### src/shared/pcr_pkg.sv
/*
  Constants and carrier types for the common peripheral register template:
  word offsets inside the peripheral window, reset values, window sizes.
  Assumes a 32-bit peripheral bus with APB-style two-phase transfers.

*/
`default_nettype none

package pcr_pkg;

  localparam int unsigned DATA_W        = 32;
  localparam int unsigned ADDR_W        = 32;
  localparam int unsigned WIN_PERIPH_B  = 16384;
  localparam int unsigned WIN_VIU_B     = 4096;

  localparam logic [7:0] OFF_CTRL       = 8'h00;
  localparam logic [7:0] OFF_MODE       = 8'h04;
  localparam logic [7:0] OFF_STAT       = 8'h08;
  localparam logic [7:0] OFF_FEAT_EN    = 8'h10;
  localparam logic [7:0] OFF_FEAT_DIS   = 8'h14;
  localparam logic [7:0] OFF_FEAT_STAT  = 8'h18;
  localparam logic [7:0] OFF_IRQ_EN     = 8'h20;
  localparam logic [7:0] OFF_IRQ_DIS    = 8'h24;
  localparam logic [7:0] OFF_IRQ_MASK   = 8'h28;

  localparam logic [31:0] RST_MODE      = 32'h0000_0000;
  localparam logic [31:0] RST_FEAT      = 32'h0000_0000;
  localparam logic [31:0] RST_IMASK     = 32'h0000_0000;

  typedef struct packed {
    logic              sel;
    logic              enable;
    logic              write;
    logic [ADDR_W-1:0] addr;
    logic [DATA_W-1:0] wdata;
  } pcr_req_t;

  typedef struct packed {
    logic              ready;
    logic              slverr;
    logic [DATA_W-1:0] rdata;
  } pcr_rsp_t;

endpackage

`default_nettype wire

### src/hw/pcr_periph_regs.sv
/*
  Common register front end of one peripheral: command, mode, status and
  two enable/disable/status groups (features and interrupt mask).
  Assumes the bus master on the same clock; APB-style setup/access phases.
*/
`timescale 1ns/1ps
`default_nettype none

module pcr_periph_regs
  import pcr_pkg::*;
#(
  parameter logic [31:0] BASE_ADDR = 32'hFFFE_0000,
  parameter int unsigned WIN_B     = WIN_PERIPH_B,
  parameter logic [31:0] CMD_USED  = 32'h0000_00FF,
  parameter logic [31:0] MODE_USED = 32'h0000_FFFF,
  parameter logic [31:0] STAT_USED = 32'h0000_FFFF,
  parameter logic [31:0] FEAT_USED = 32'h0000_00FF,
  parameter logic [31:0] IRQ_USED  = 32'h0000_FFFF
) (
  input  wire logic        clk_i,
  input  wire logic        rst_n_i,
  input  wire pcr_req_t    req_i,
  output pcr_rsp_t         rsp_o,
  output logic [31:0]      cmd_o,
  output logic [31:0]      mode_o,
  input  wire logic [31:0] status_i,
  output logic [31:0]      feat_o,
  output logic [31:0]      irq_mask_o
);

  localparam int unsigned WIN_LSB = $clog2(WIN_B);

  logic        in_win;
  logic [31:0] woff;
  logic        setup_ph;
  logic        wr_acc;
  logic [31:0] rdata_d;
  logic [31:0] rdata_q;
  logic        err_d;
  logic        err_q;
  logic [31:0] cmd_q;
  logic [31:0] mode_q;
  logic [31:0] feat_q;
  logic [31:0] imask_q;

  // window decode; low two bits dropped so any size becomes a word access
  assign in_win   = (req_i.addr[31:WIN_LSB] == BASE_ADDR[31:WIN_LSB]);
  assign woff     = {req_i.addr[31:2], 2'b00} & ((32'h1 << WIN_LSB) - 32'h1);
  assign setup_ph = req_i.sel && !req_i.enable;
  assign wr_acc   = req_i.sel && req_i.enable && req_i.write && err_q;

  // read data prepared in setup so it leaves a flop in access
  always_comb begin
    rdata_d = 32'h0000_0000;
    err_d   = 1'b0;
    if (!in_win) begin
      err_d = 1'b1;
    end else if (woff[7:0] == OFF_MODE && woff[31:8] == 24'h0) begin
      rdata_d = mode_q & MODE_USED;
    end else if (woff[7:0] == OFF_STAT && woff[31:8] == 24'h0) begin
      rdata_d = status_i & STAT_USED;
    end else if (woff[7:0] == OFF_FEAT_STAT && woff[31:8] == 24'h0) begin
      rdata_d = feat_q;
    end else if (woff[7:0] == OFF_IRQ_MASK && woff[31:8] == 24'h0) begin
      rdata_d = imask_q;
    end else begin
      rdata_d = 32'h0000_0000;
    end
  end

  // err_q holds "inside window" polarity inverted: high means accepted
  always_ff @(posedge clk_i or negedge rst_n_i) begin
    if (!rst_n_i) begin
      rdata_q <= 32'h0000_0000;
      err_q   <= 1'b0;
    end else if (setup_ph) begin
      rdata_q <= req_i.write ? 32'h0000_0000 : rdata_d;
      err_q   <= !err_d;
    end
  end

  assign rsp_o = '{ready:  1'b1,
                   slverr: req_i.sel && req_i.enable && !err_q,
                   rdata:  rdata_q};

  // commands: one-cycle pulse per written one, zeros do nothing
  always_ff @(posedge clk_i or negedge rst_n_i) begin
    if (!rst_n_i) begin
      cmd_q <= 32'h0000_0000;
    end else if (wr_acc && woff == {24'h0, OFF_CTRL}) begin
      cmd_q <= req_i.wdata & CMD_USED;
    end else begin
      cmd_q <= 32'h0000_0000;
    end
  end

  always_ff @(posedge clk_i or negedge rst_n_i) begin
    if (!rst_n_i) begin
      mode_q <= RST_MODE;
    end else if (wr_acc && woff == {24'h0, OFF_MODE}) begin
      mode_q <= req_i.wdata & MODE_USED;
    end
  end

  // shadow groups: no read-modify-write needed by software
  always_ff @(posedge clk_i or negedge rst_n_i) begin
    if (!rst_n_i) begin
      feat_q <= RST_FEAT;
    end else if (wr_acc && woff == {24'h0, OFF_FEAT_EN}) begin
      feat_q <= feat_q | (req_i.wdata & FEAT_USED);
    end else if (wr_acc && woff == {24'h0, OFF_FEAT_DIS}) begin
      feat_q <= feat_q & ~(req_i.wdata & FEAT_USED);
    end
  end

  always_ff @(posedge clk_i or negedge rst_n_i) begin
    if (!rst_n_i) begin
      imask_q <= RST_IMASK;
    end else if (wr_acc && woff == {24'h0, OFF_IRQ_EN}) begin
      imask_q <= imask_q | (req_i.wdata & IRQ_USED);
    end else if (wr_acc && woff == {24'h0, OFF_IRQ_DIS}) begin
      imask_q <= imask_q & ~(req_i.wdata & IRQ_USED);
    end
  end

  assign cmd_o      = cmd_q;
  assign mode_o     = mode_q;
  assign feat_o     = feat_q;
  assign irq_mask_o = imask_q;

  // helper: offset and data of the previous cycle, wr_seen_q marks an accepted write in it
  logic        wr_seen_q;
  logic [31:0] woff_q;
  logic [31:0] wdat_q;
  always_ff @(posedge clk_i or negedge rst_n_i) begin
    if (!rst_n_i) begin
      wr_seen_q <= 1'b0;
      woff_q    <= 32'h0000_0000;
      wdat_q    <= 32'h0000_0000;
    end else begin
      wr_seen_q <= wr_acc;
      woff_q    <= woff;
      wdat_q    <= req_i.wdata;
    end
  end

  // checks below lean on the helper flops for the write seen last cycle
  AST_CMD_PULSE: assert property (@(posedge clk_i) disable iff (!rst_n_i)
    (cmd_q != 32'h0) |=> (cmd_q == 32'h0) || $past(wr_acc))
    else $error("command pulse held without a new write");
  AST_CMD_ZERO_NOP: assert property (@(posedge clk_i) disable iff (!rst_n_i)
    wr_acc && woff == {24'h0, OFF_CTRL} |=> cmd_q == (wdat_q & CMD_USED))
    else $error("command bits differ from written ones");
  AST_CMD_ONLY_CTRL: assert property (@(posedge clk_i) disable iff (!rst_n_i)
    !(wr_acc && woff == {24'h0, OFF_CTRL}) |=> cmd_q == 32'h0)
    else $error("command pulse without a control write");
  AST_MODE_HOLD: assert property (@(posedge clk_i) disable iff (!rst_n_i)
    !(wr_seen_q && woff_q == {24'h0, OFF_MODE}) |-> $stable(mode_q))
    else $error("mode changed without a mode write");
  AST_MODE_READ: assert property (@(posedge clk_i) disable iff (!rst_n_i)
    setup_ph && !req_i.write && in_win && woff == {24'h0, OFF_MODE}
    |=> rsp_o.rdata == ($past(mode_q) & MODE_USED))
    else $error("mode read does not show the mode register");
  AST_STAT_RO: assert property (@(posedge clk_i) disable iff (!rst_n_i)
    setup_ph && !req_i.write && in_win && woff == {24'h0, OFF_STAT}
    |=> rsp_o.rdata == ($past(status_i) & STAT_USED))
    else $error("status read does not show live status");
  AST_FEAT_SET: assert property (@(posedge clk_i) disable iff (!rst_n_i)
    wr_acc && woff == {24'h0, OFF_FEAT_EN}
    |=> feat_q == ($past(feat_q) | (wdat_q & FEAT_USED)))
    else $error("enable write did not set just the selected bits");
  AST_FEAT_CLR: assert property (@(posedge clk_i) disable iff (!rst_n_i)
    wr_acc && woff == {24'h0, OFF_FEAT_DIS}
    |=> feat_q == ($past(feat_q) & ~(wdat_q & FEAT_USED)))
    else $error("disable write did not clear just the selected bits");
  AST_FEAT_HOLD: assert property (@(posedge clk_i) disable iff (!rst_n_i)
    !(wr_seen_q && (woff_q == {24'h0, OFF_FEAT_EN} || woff_q == {24'h0, OFF_FEAT_DIS}))
    |-> $stable(feat_q))
    else $error("feature status changed without an enable or disable write");
  AST_IMASK_SET: assert property (@(posedge clk_i) disable iff (!rst_n_i)
    wr_acc && woff == {24'h0, OFF_IRQ_EN}
    |=> (imask_q & wdat_q & IRQ_USED) == (wdat_q & IRQ_USED))
    else $error("interrupt enable left a selected bit clear");
  AST_IMASK_ONLY_SEL: assert property (@(posedge clk_i) disable iff (!rst_n_i)
    wr_acc && woff == {24'h0, OFF_IRQ_EN}
    |=> (imask_q & ~(wdat_q & IRQ_USED)) == ($past(imask_q) & ~(wdat_q & IRQ_USED)))
    else $error("interrupt enable touched unselected bits");
  AST_IMASK_DIS: assert property (@(posedge clk_i) disable iff (!rst_n_i)
    wr_acc && woff == {24'h0, OFF_IRQ_DIS} |=> (imask_q & wdat_q & IRQ_USED) == 32'h0)
    else $error("interrupt disable left a selected bit set");
  AST_IMASK_HOLD: assert property (@(posedge clk_i) disable iff (!rst_n_i)
    !(wr_seen_q && (woff_q == {24'h0, OFF_IRQ_EN} || woff_q == {24'h0, OFF_IRQ_DIS}))
    |-> $stable(imask_q))
    else $error("interrupt mask changed without an enable or disable write");
  AST_WO_READ_ZERO: assert property (@(posedge clk_i) disable iff (!rst_n_i)
    setup_ph && !req_i.write && woff == {24'h0, OFF_CTRL} |=> rsp_o.rdata == 32'h0)
    else $error("write-only location read non-zero");
  AST_OUT_WIN_ERR: assert property (@(posedge clk_i) disable iff (!rst_n_i)
    setup_ph && !in_win ##1 req_i.sel && req_i.enable |-> rsp_o.slverr)
    else $error("access outside window not flagged");
  AST_IN_WIN_OK: assert property (@(posedge clk_i) disable iff (!rst_n_i)
    setup_ph && in_win ##1 req_i.sel && req_i.enable |-> !rsp_o.slverr)
    else $error("access inside window flagged as error");
  AST_OUT_WIN_NO_WR: assert property (@(posedge clk_i) disable iff (!rst_n_i)
    setup_ph && !in_win ##1 req_i.sel && req_i.enable && req_i.write
    |=> $stable(mode_q) && $stable(feat_q) && $stable(imask_q))
    else $error("write outside window changed a register");
  AST_LOW_BITS: assert property (@(posedge clk_i) disable iff (!rst_n_i)
    wr_acc && req_i.addr[1:0] != 2'b00 && woff == {24'h0, OFF_MODE}
    |=> mode_q == (wdat_q & MODE_USED))
    else $error("unaligned mode write did not land on the word");

  COV_CMD: cover property (@(posedge clk_i) disable iff (!rst_n_i) cmd_q != 32'h0);
  COV_FEAT_ON_OFF: cover property (@(posedge clk_i) disable iff (!rst_n_i)
    feat_q != 32'h0 ##[1:20] feat_q == 32'h0);
  COV_BYTE_ADDR: cover property (@(posedge clk_i) disable iff (!rst_n_i)
    wr_acc && req_i.addr[1:0] == 2'b01);
  COV_ERR: cover property (@(posedge clk_i) disable iff (!rst_n_i) rsp_o.slverr);
  COV_STAT_READ: cover property (@(posedge clk_i) disable iff (!rst_n_i)
    setup_ph && !req_i.write && woff == {24'h0, OFF_STAT});

endmodule

`default_nettype wire

### config.mk
export PLATFORM = sky130hd
export DESIGN_NAME = pcr_periph_regs
export DESIGN_NICKNAME = d
export VERILOG_FILES = /design/src/shared/pcr_pkg.sv /design/src/hw/pcr_periph_regs.sv
export SDC_FILE = /design/constraint.sdc
export NUM_CORES = 1
export LEC_CHECK = 0
export ABC_AREA = 1
export CORE_MARGIN = 2
export CORE_UTILIZATION = 40
export CTS_CLUSTER_DIAMETER = 40
export CTS_CLUSTER_SIZE = 24
export DETAILED_ROUTE_END_ITERATION = 8
export DONT_BUFFER_PORTS = 1
export PLACE_DENSITY_LB_ADDON = 0.2
export SETUP_SLACK_MARGIN = 0.1
export SLEW_MARGIN = 20
export SYNTH_ARGS = -nofsm -noshare
export SYNTH_HDL_FRONTEND = slang
export SYNTH_SLANG_ARGS = --single-unit
### constraint.sdc
create_clock -name clk_i -period 1.7 [get_ports clk_i]
set_input_delay 0.17 -clock clk_i [delete_from_list [all_inputs] [get_ports clk_i]]
set_output_delay 0.17 -clock clk_i [all_outputs]
set_load 0.05 [all_outputs]
==> results of run 1 <==
==> worst paths after layout <==
check / depth (start not counted) / slack (ns) / start / end
min in group clk_i: 3 / 0.01 / req_i[0] / flop
max: 5 / 0.19 / err_q / cmd_o[0]
min reg2reg: 2 / 0.51 / mode_o[6] / mode_o[6]
max reg2reg: 5 / 0.19 / err_q / cmd_o[0]
max in group asynchronous: 0 / 2.07 / rst_n_i / cmd_o[0]
min: 0 / -0.49 / rst_n_i / async pin
==> Yosys cell counts, types with 4 or more instances <==
cell      instances
buf_4            98
buf_6             4
clkbuf_1          6
dfrtp_1          65
inv_1            76
nand2_1         133
nand2_2           4
nand3_1          36
nand4_1          26
nor2_1           59
nor2_2            4
o21ai_0          21
o21ai_1           4
o21ai_2          16
==> worst max-delay path, cell delays in order, from the launching register on <==
cell and delay (ns):
dfrtp_1 0.36, nand4_1 0.22, buf_4 0.21, nor3_1 0.13
nand3_1 0.29, nor2_1 0.22
==> routing by layer <==
| layer | GRT usage | up-vias |
|---|---|---|
| li1 | - | 1650 |
| met1 | 0.2444 | 1525 |
| met2 | 0.3029 | 158 |
| met3 | 0.04863 | 15 |
| met4 | 0.08163 | 0 |
| met5 | 0 | - |
==> cells by family after synthesis <==
kind of cell           count (synthesis)  synth area share
flip-flops                            65            0.3827
AND/OR/NAND/NOR                      274            0.2914
AO/OA/AOI/OAI                         41           0.06241
other                                  2          0.001767
buffers and inverters                189            0.2617
==> report_power, final <==
part / leakage (nW) / internal (W) / switching (W)
clock network: 0.112 / 0.000900 / 0.000627
registers: 0.783 / 0.00155 / 0.000000000195
logic: 1.60 / 0.0000519 / 0.000541
total: 2.49 / 0.00250 / 0.00117
==> repair_timing <==
| action | CTS | global route |
|---|---|---|
| buffers inserted | 0 | 1 |
| setup endpoints to repair | 0 | 13 |
| endpoints found under the hold margin | 91 | 65 |
| resized for setup | 0 | 6 |
==> area by class of cell <==
type | count | area [µm²]
Tap cell | 136 | 170.2
Timing Repair Buffer | 42 | 355.3
Fill cell | 1061 | 5781
Clock buffer | 11 | 151.4
Clock inverter | 4 | 76.32
Sequential cell | 65 | 1627
Multi-Input combinational cell | 412 | 1874
Inverter | 77 | 289.0
==> through the flow <==
stage / power, W / utilization / area, µm²
after floorplan: 0.002285 / - / 4607
after global placement: 0.002131 / 0.4014 / 4144
after detailed placement: 0.002133 / 0.4014 / 4144
after CTS: 0.003691 / 0.4390 / 4532
after global routing: 0.003792 / 0.4401 / 4543
final: 0.003666 / 0.4401 / 4543
==> metrics, run 1 <==
status finished with violations; failing checks negative hold slack; Critical Path RT 1.97 ns; register area share after synthesis 0.3827; Netlist cell types 27; #FFs+latches synth between 60 and 70; via count 3348; post-synth top area share 0.3827; Worst-Skew Late Latency approximately 0.35 ns; HP Class in -> async; first-pass GRT wire length about 17000 µm; EDFF count, synth 0; worst endpoint data arrival time between 1.5 and 2 ns; share of layout cells above drive strength 1 0.1227; detailed-route DRC error count 0; Worst setup SP type flop; CTS root buf clkbuf_8; largest net degree at the start of global routing between 60 and 70; commonest non-fill, non-tap cell in the layout nand2_1; WHS -0.4919 ns; skew final a little under 0.006 ns; Tightest Pin Transition 0.6038 ns; final setup TNS 0 ns; worst setup margin roughly 0.19 ns; Ant. Diodes 0; power density cells just over 800 nW/µm²; Die W approximately 110 µm; initial DRC count ~280; placer congestion estimate 0.9015; vias in the first global route ~3000; max frequency 664.3 MHz; # port buffers 0; main flop type after synthesis dfrtp_1; die area around 11000 µm²; DR WL/cell 14.43 µm; Ys Warns 0; Starting Density 0.4117; initial antenna violation count 0; I/O pin cnt 263; largest fanout on the critical path 8; synthesized area 4250 µm²; max-slew violation count 0; TritonCTS clock tree done; met3 wire length about 890 µm; VDD IR-drop max 359.0 µV; routed vias/inst 4.482; largest cells by area after synthesis dfrtp_1, buf_4, nand2_1; CP Class reg -> reg; post-detail-place hpwl a little over 8000 µm; cell taking the most area after synthesis dfrtp_1; Final Hold Viols 65; Final Setup Violations 0; Max-Cap Viols 0; fin cells about 750; M1 WL 4427 µm; cell count after placement between 700 and 800; RSZ-0062 raised after global routing yes; Slew headroom 0.5965; clock tree sinks 65; Avg Cell Area, Syn between 7 and 8 µm²; routed wire length between 10000 and 15000 µm; Num CTS Buffers 9; DR pass1 iterations 4; core area 10320 µm²; Tot GR Track Use 0.1902; GRT Residual Overflow 0; period utilization 0.8854; Post-layout nets 708; top layer in use met4; CP endpoint kind flop; pre-CTS setup slack approximately 0.16 ns; leakage around 2.5 nW; most frequent cells in the layout nand2_1, conb_1, inv_1, dfrtp_1, nor2_1; H-tree depth 3; routed wl met2 5263 µm; Area growth, synth to finish 6.889%; Final Critical Period between 1.5 and 2 ns; FFs w/ async S/R, synth 1.000; CTS Buffer Depth 2; Mapped Cells about 570; Worst-path clk slew 0.07 ns; hold_buf cts 16; Cell Rows 37; Final ANT Viol Nets 0; Die Y roughly 110 µm
Note: power is estimated with default switching activity, not from simulation.
==> run 2, diff against run 1 <==
--- a/config.mk
+++ b/config.mk
@@ -13,6 +13,7 @@
 export DETAILED_ROUTE_END_ITERATION = 8
 export DONT_BUFFER_PORTS = 1
 export PLACE_DENSITY_LB_ADDON = 0.2
+export REMOVE_ABC_BUFFERS = 1
 export SETUP_SLACK_MARGIN = 0.1
 export SLEW_MARGIN = 20
 export SYNTH_ARGS = -nofsm -noshare
==> run 2 against run 1 <==
Effect of this change:
- the flow still finishes with violations (negative hold slack)
- fmax down 0.28%
- total power down 1.1%
- sequential power about the same
- critical path depth up 1
- global-route usage up 0.33 points
- setup slack worse by 0.0042 ns
- largest cell class unchanged
- via count up 0.42%
- core utilization down 0.097 points
- count of clock-buffer cells in the layout unchanged
- largest power group unchanged
- non-clock buffer count down 3
==> metrics, run 2 (synthesis results as in run 1) <==
status finished with violations (unchanged); failing checks negative hold slack (unchanged); Final Critical Period 1.509 ns (was 1.505 ns); M3 GR Usage 0.03891 (was 0.04863); Post-layout nets 705 (was 708); skew final 0.01274 ns (was 0.005764 ns); Worst path slowest cell dfrtp_1 (unchanged); Worst-Skew Late Latency 0.35 ns (about the same); post-detail-place hpwl 8137 µm (was 8267 µm); Die W 107.1 µm (unchanged); GR Util met2 0.3291 (was 0.3029); VDD IR-drop max 314.7 µV (was 359.0 µV); HP Class in -> async (unchanged); core area 10320 µm² (unchanged); Worst setup SP type flop (unchanged); initial antenna violation count 0 (unchanged); CP Class reg -> reg (unchanged); Max-Cap Viols 0 (unchanged); WHS -0.4930 ns (was -0.4919 ns); share of layout cells above drive strength 1 0.1199 (was 0.1227); fin util 0.4391 (was 0.4401); Worst-path clk slew 0.08 ns (was 0.07 ns); hold_buf cts 16 (unchanged); Final Hold Viols 65 (unchanged); CTS root buf clkbuf_8 (unchanged); CP top delay family simple AND/OR/NAND/NOR gates (unchanged); routed vias/inst 4.513 (was 4.482); cell count after placement 712 (was 715); period utilization 0.8879 (was 0.8854); Die Y 107.1 µm (unchanged); Worst path most repeated cell buf_4; most frequent cells in the layout nand2_1, conb_1, inv_1, dfrtp_1, nor2_1 (unchanged); FF-to-FF setup slack 0.19 ns (about the same); CP endpoint kind flop (unchanged); grt met1 use 0.2423 (was 0.2444); pre-CTS setup slack 0.1675 ns (was 0.1603 ns); die area 11470 µm² (unchanged); Ant. Diodes 0 (unchanged); Multi-input gate area 1887 µm² (was 1874 µm²); sequential cell area 1627 µm² (unchanged); Final Setup Violations 0 (unchanged); Final ANT Viol Nets 0 (unchanged); clock tree sinks 65 (unchanged); power density cells 800.0 nW/µm² (was 806.9 nW/µm²); routed wire length 11100 µm (was 10780 µm); worst endpoint data arrival time 1.74 ns (was 1.77 ns); I/O pin cnt 263 (unchanged); vias in the first global route 3077 (was 3046); Most Used Layer, Global Route met2 (unchanged); H-tree depth 3 (unchanged); Cell Rows 37 (unchanged); initial DRC count 226 (was 278); Slew headroom 0.6282 (was 0.5965); GRT Residual Overflow 0 (unchanged); Area growth, synth to finish 6.653% (was 6.889%); buffer and inverter count on the worst path 2 (was 1); Critical Path RT 1.93 ns (was 1.97 ns); commonest non-fill, non-tap cell in the layout nand2_1 (unchanged); first-pass GRT wire length 16910 µm (was 16590 µm); max incr delay on CP 0.37 ns (was 0.36 ns); cell chain of the critical path nand4_1, buf_4, or2_1, buf_4, nand2_1, o21ai_2 (was nand4_1, buf_4, nor3_1, nand3_1, nor2_1); leakage 2.480 nW (was 2.495 nW); DR WL/cell 14.90 µm (was 14.43 µm); max frequency 662.5 MHz (was 664.3 MHz); TritonCTS clock tree done (unchanged); max-slew violation count 0 (unchanged); Tightest Pin Transition 0.5576 ns (was 0.6038 ns); Starting Density 0.4117 (unchanged); # port buffers 0 (unchanged); via count 3362 (was 3348); RSZ-0062 raised after global routing yes (unchanged); CTS Buffer Depth 2 (unchanged); Tot GR Track Use 0.1935 (was 0.1902); fin cells 745 (was 747); largest fanout on the critical path 22 (was 8); # fillers 1069 (was 1061); Num CTS Buffers 9 (unchanged); detailed-route DRC error count 0 (unchanged); worst setup margin 0.1906 ns (was 0.1948 ns); placer congestion estimate 0.8127 (was 0.9015); DR pass1 iterations 4 (unchanged); largest net degree at the start of global routing 66 (unchanged)
run 2: cell count changes in the layout (fill, tap and decap cells not counted), moves of 2 or more:
cell      previous run  this run
buf_4               26        22
clkinv_2             0         2
o21ai_0             17        19
o21ai_1              8         5
run 2: final cells by class:
cell class / count / area share
multi-input combinational: 412 / 0.4162
sequential: 65 / 0.3588
timing repair buffer: 39 / 0.07508
inverter: 77 / 0.06376
tap: 136 / 0.03754
clock buffer: 11 / 0.03119
clock inverter: 5 / 0.01739
run 2: timing repair:
action                                  4_1_cts  5_1_grt
endpoints found under the setup margin        0       20
resized for setup                             0        7
hold endpoints to repair                     89       65
buffers inserted                              0        1
run 2: where the power goes:
| group | internal (W) | total [W] | switching, W |
|---|---|---|---|
| registers | 0.00155 | 0.00155 | 0.000000000226 |
| clock network | 0.000864 | 0.00149 | 0.000622 |
| logic | 0.0000522 | 0.000595 | 0.000543 |
run 2: path summary, 6_finish.rpt:
check | startpoint | cells after the start | endpoint
setup / recovery | err_q | 6 | mode_o[2]
hold / removal | rst_n_i | 0 | rdata_q[15]
setup reg to reg | err_q | 6 | mode_o[2]
hold reg to reg | mode_o[5] | 2 | mode_o[5]
max in group asynchronous | rst_n_i | 0 | mode_o[3]
min in group clk_i | req_i[1] | 3 | flop
run 2: per-stage QoR:
stage	instance area, µm²	hold WS, ns	power, W	TNS [ns]
4_1_cts	4511	-0.5094	0.003655	0
2_1_floorplan	3784	-0.1256	0.002107	-7.802
5_1_grt	4533	-0.5110	0.003753	0
3_5_place_dp	4130	-0.1245	0.002136	0
3_3_place_gp	4130	-0.1244	0.002135	0
6_report	4533	-0.4930	0.003627	0
run 2: per-layer routing:
layer	share of wire	routed length, µm	up-vias
li1	-	-	1644
met1	0.39	4346	1538
met2	0.51	5712	165
met3	0.077	852	15
met4	0.017	188	0
met5	0	0	-
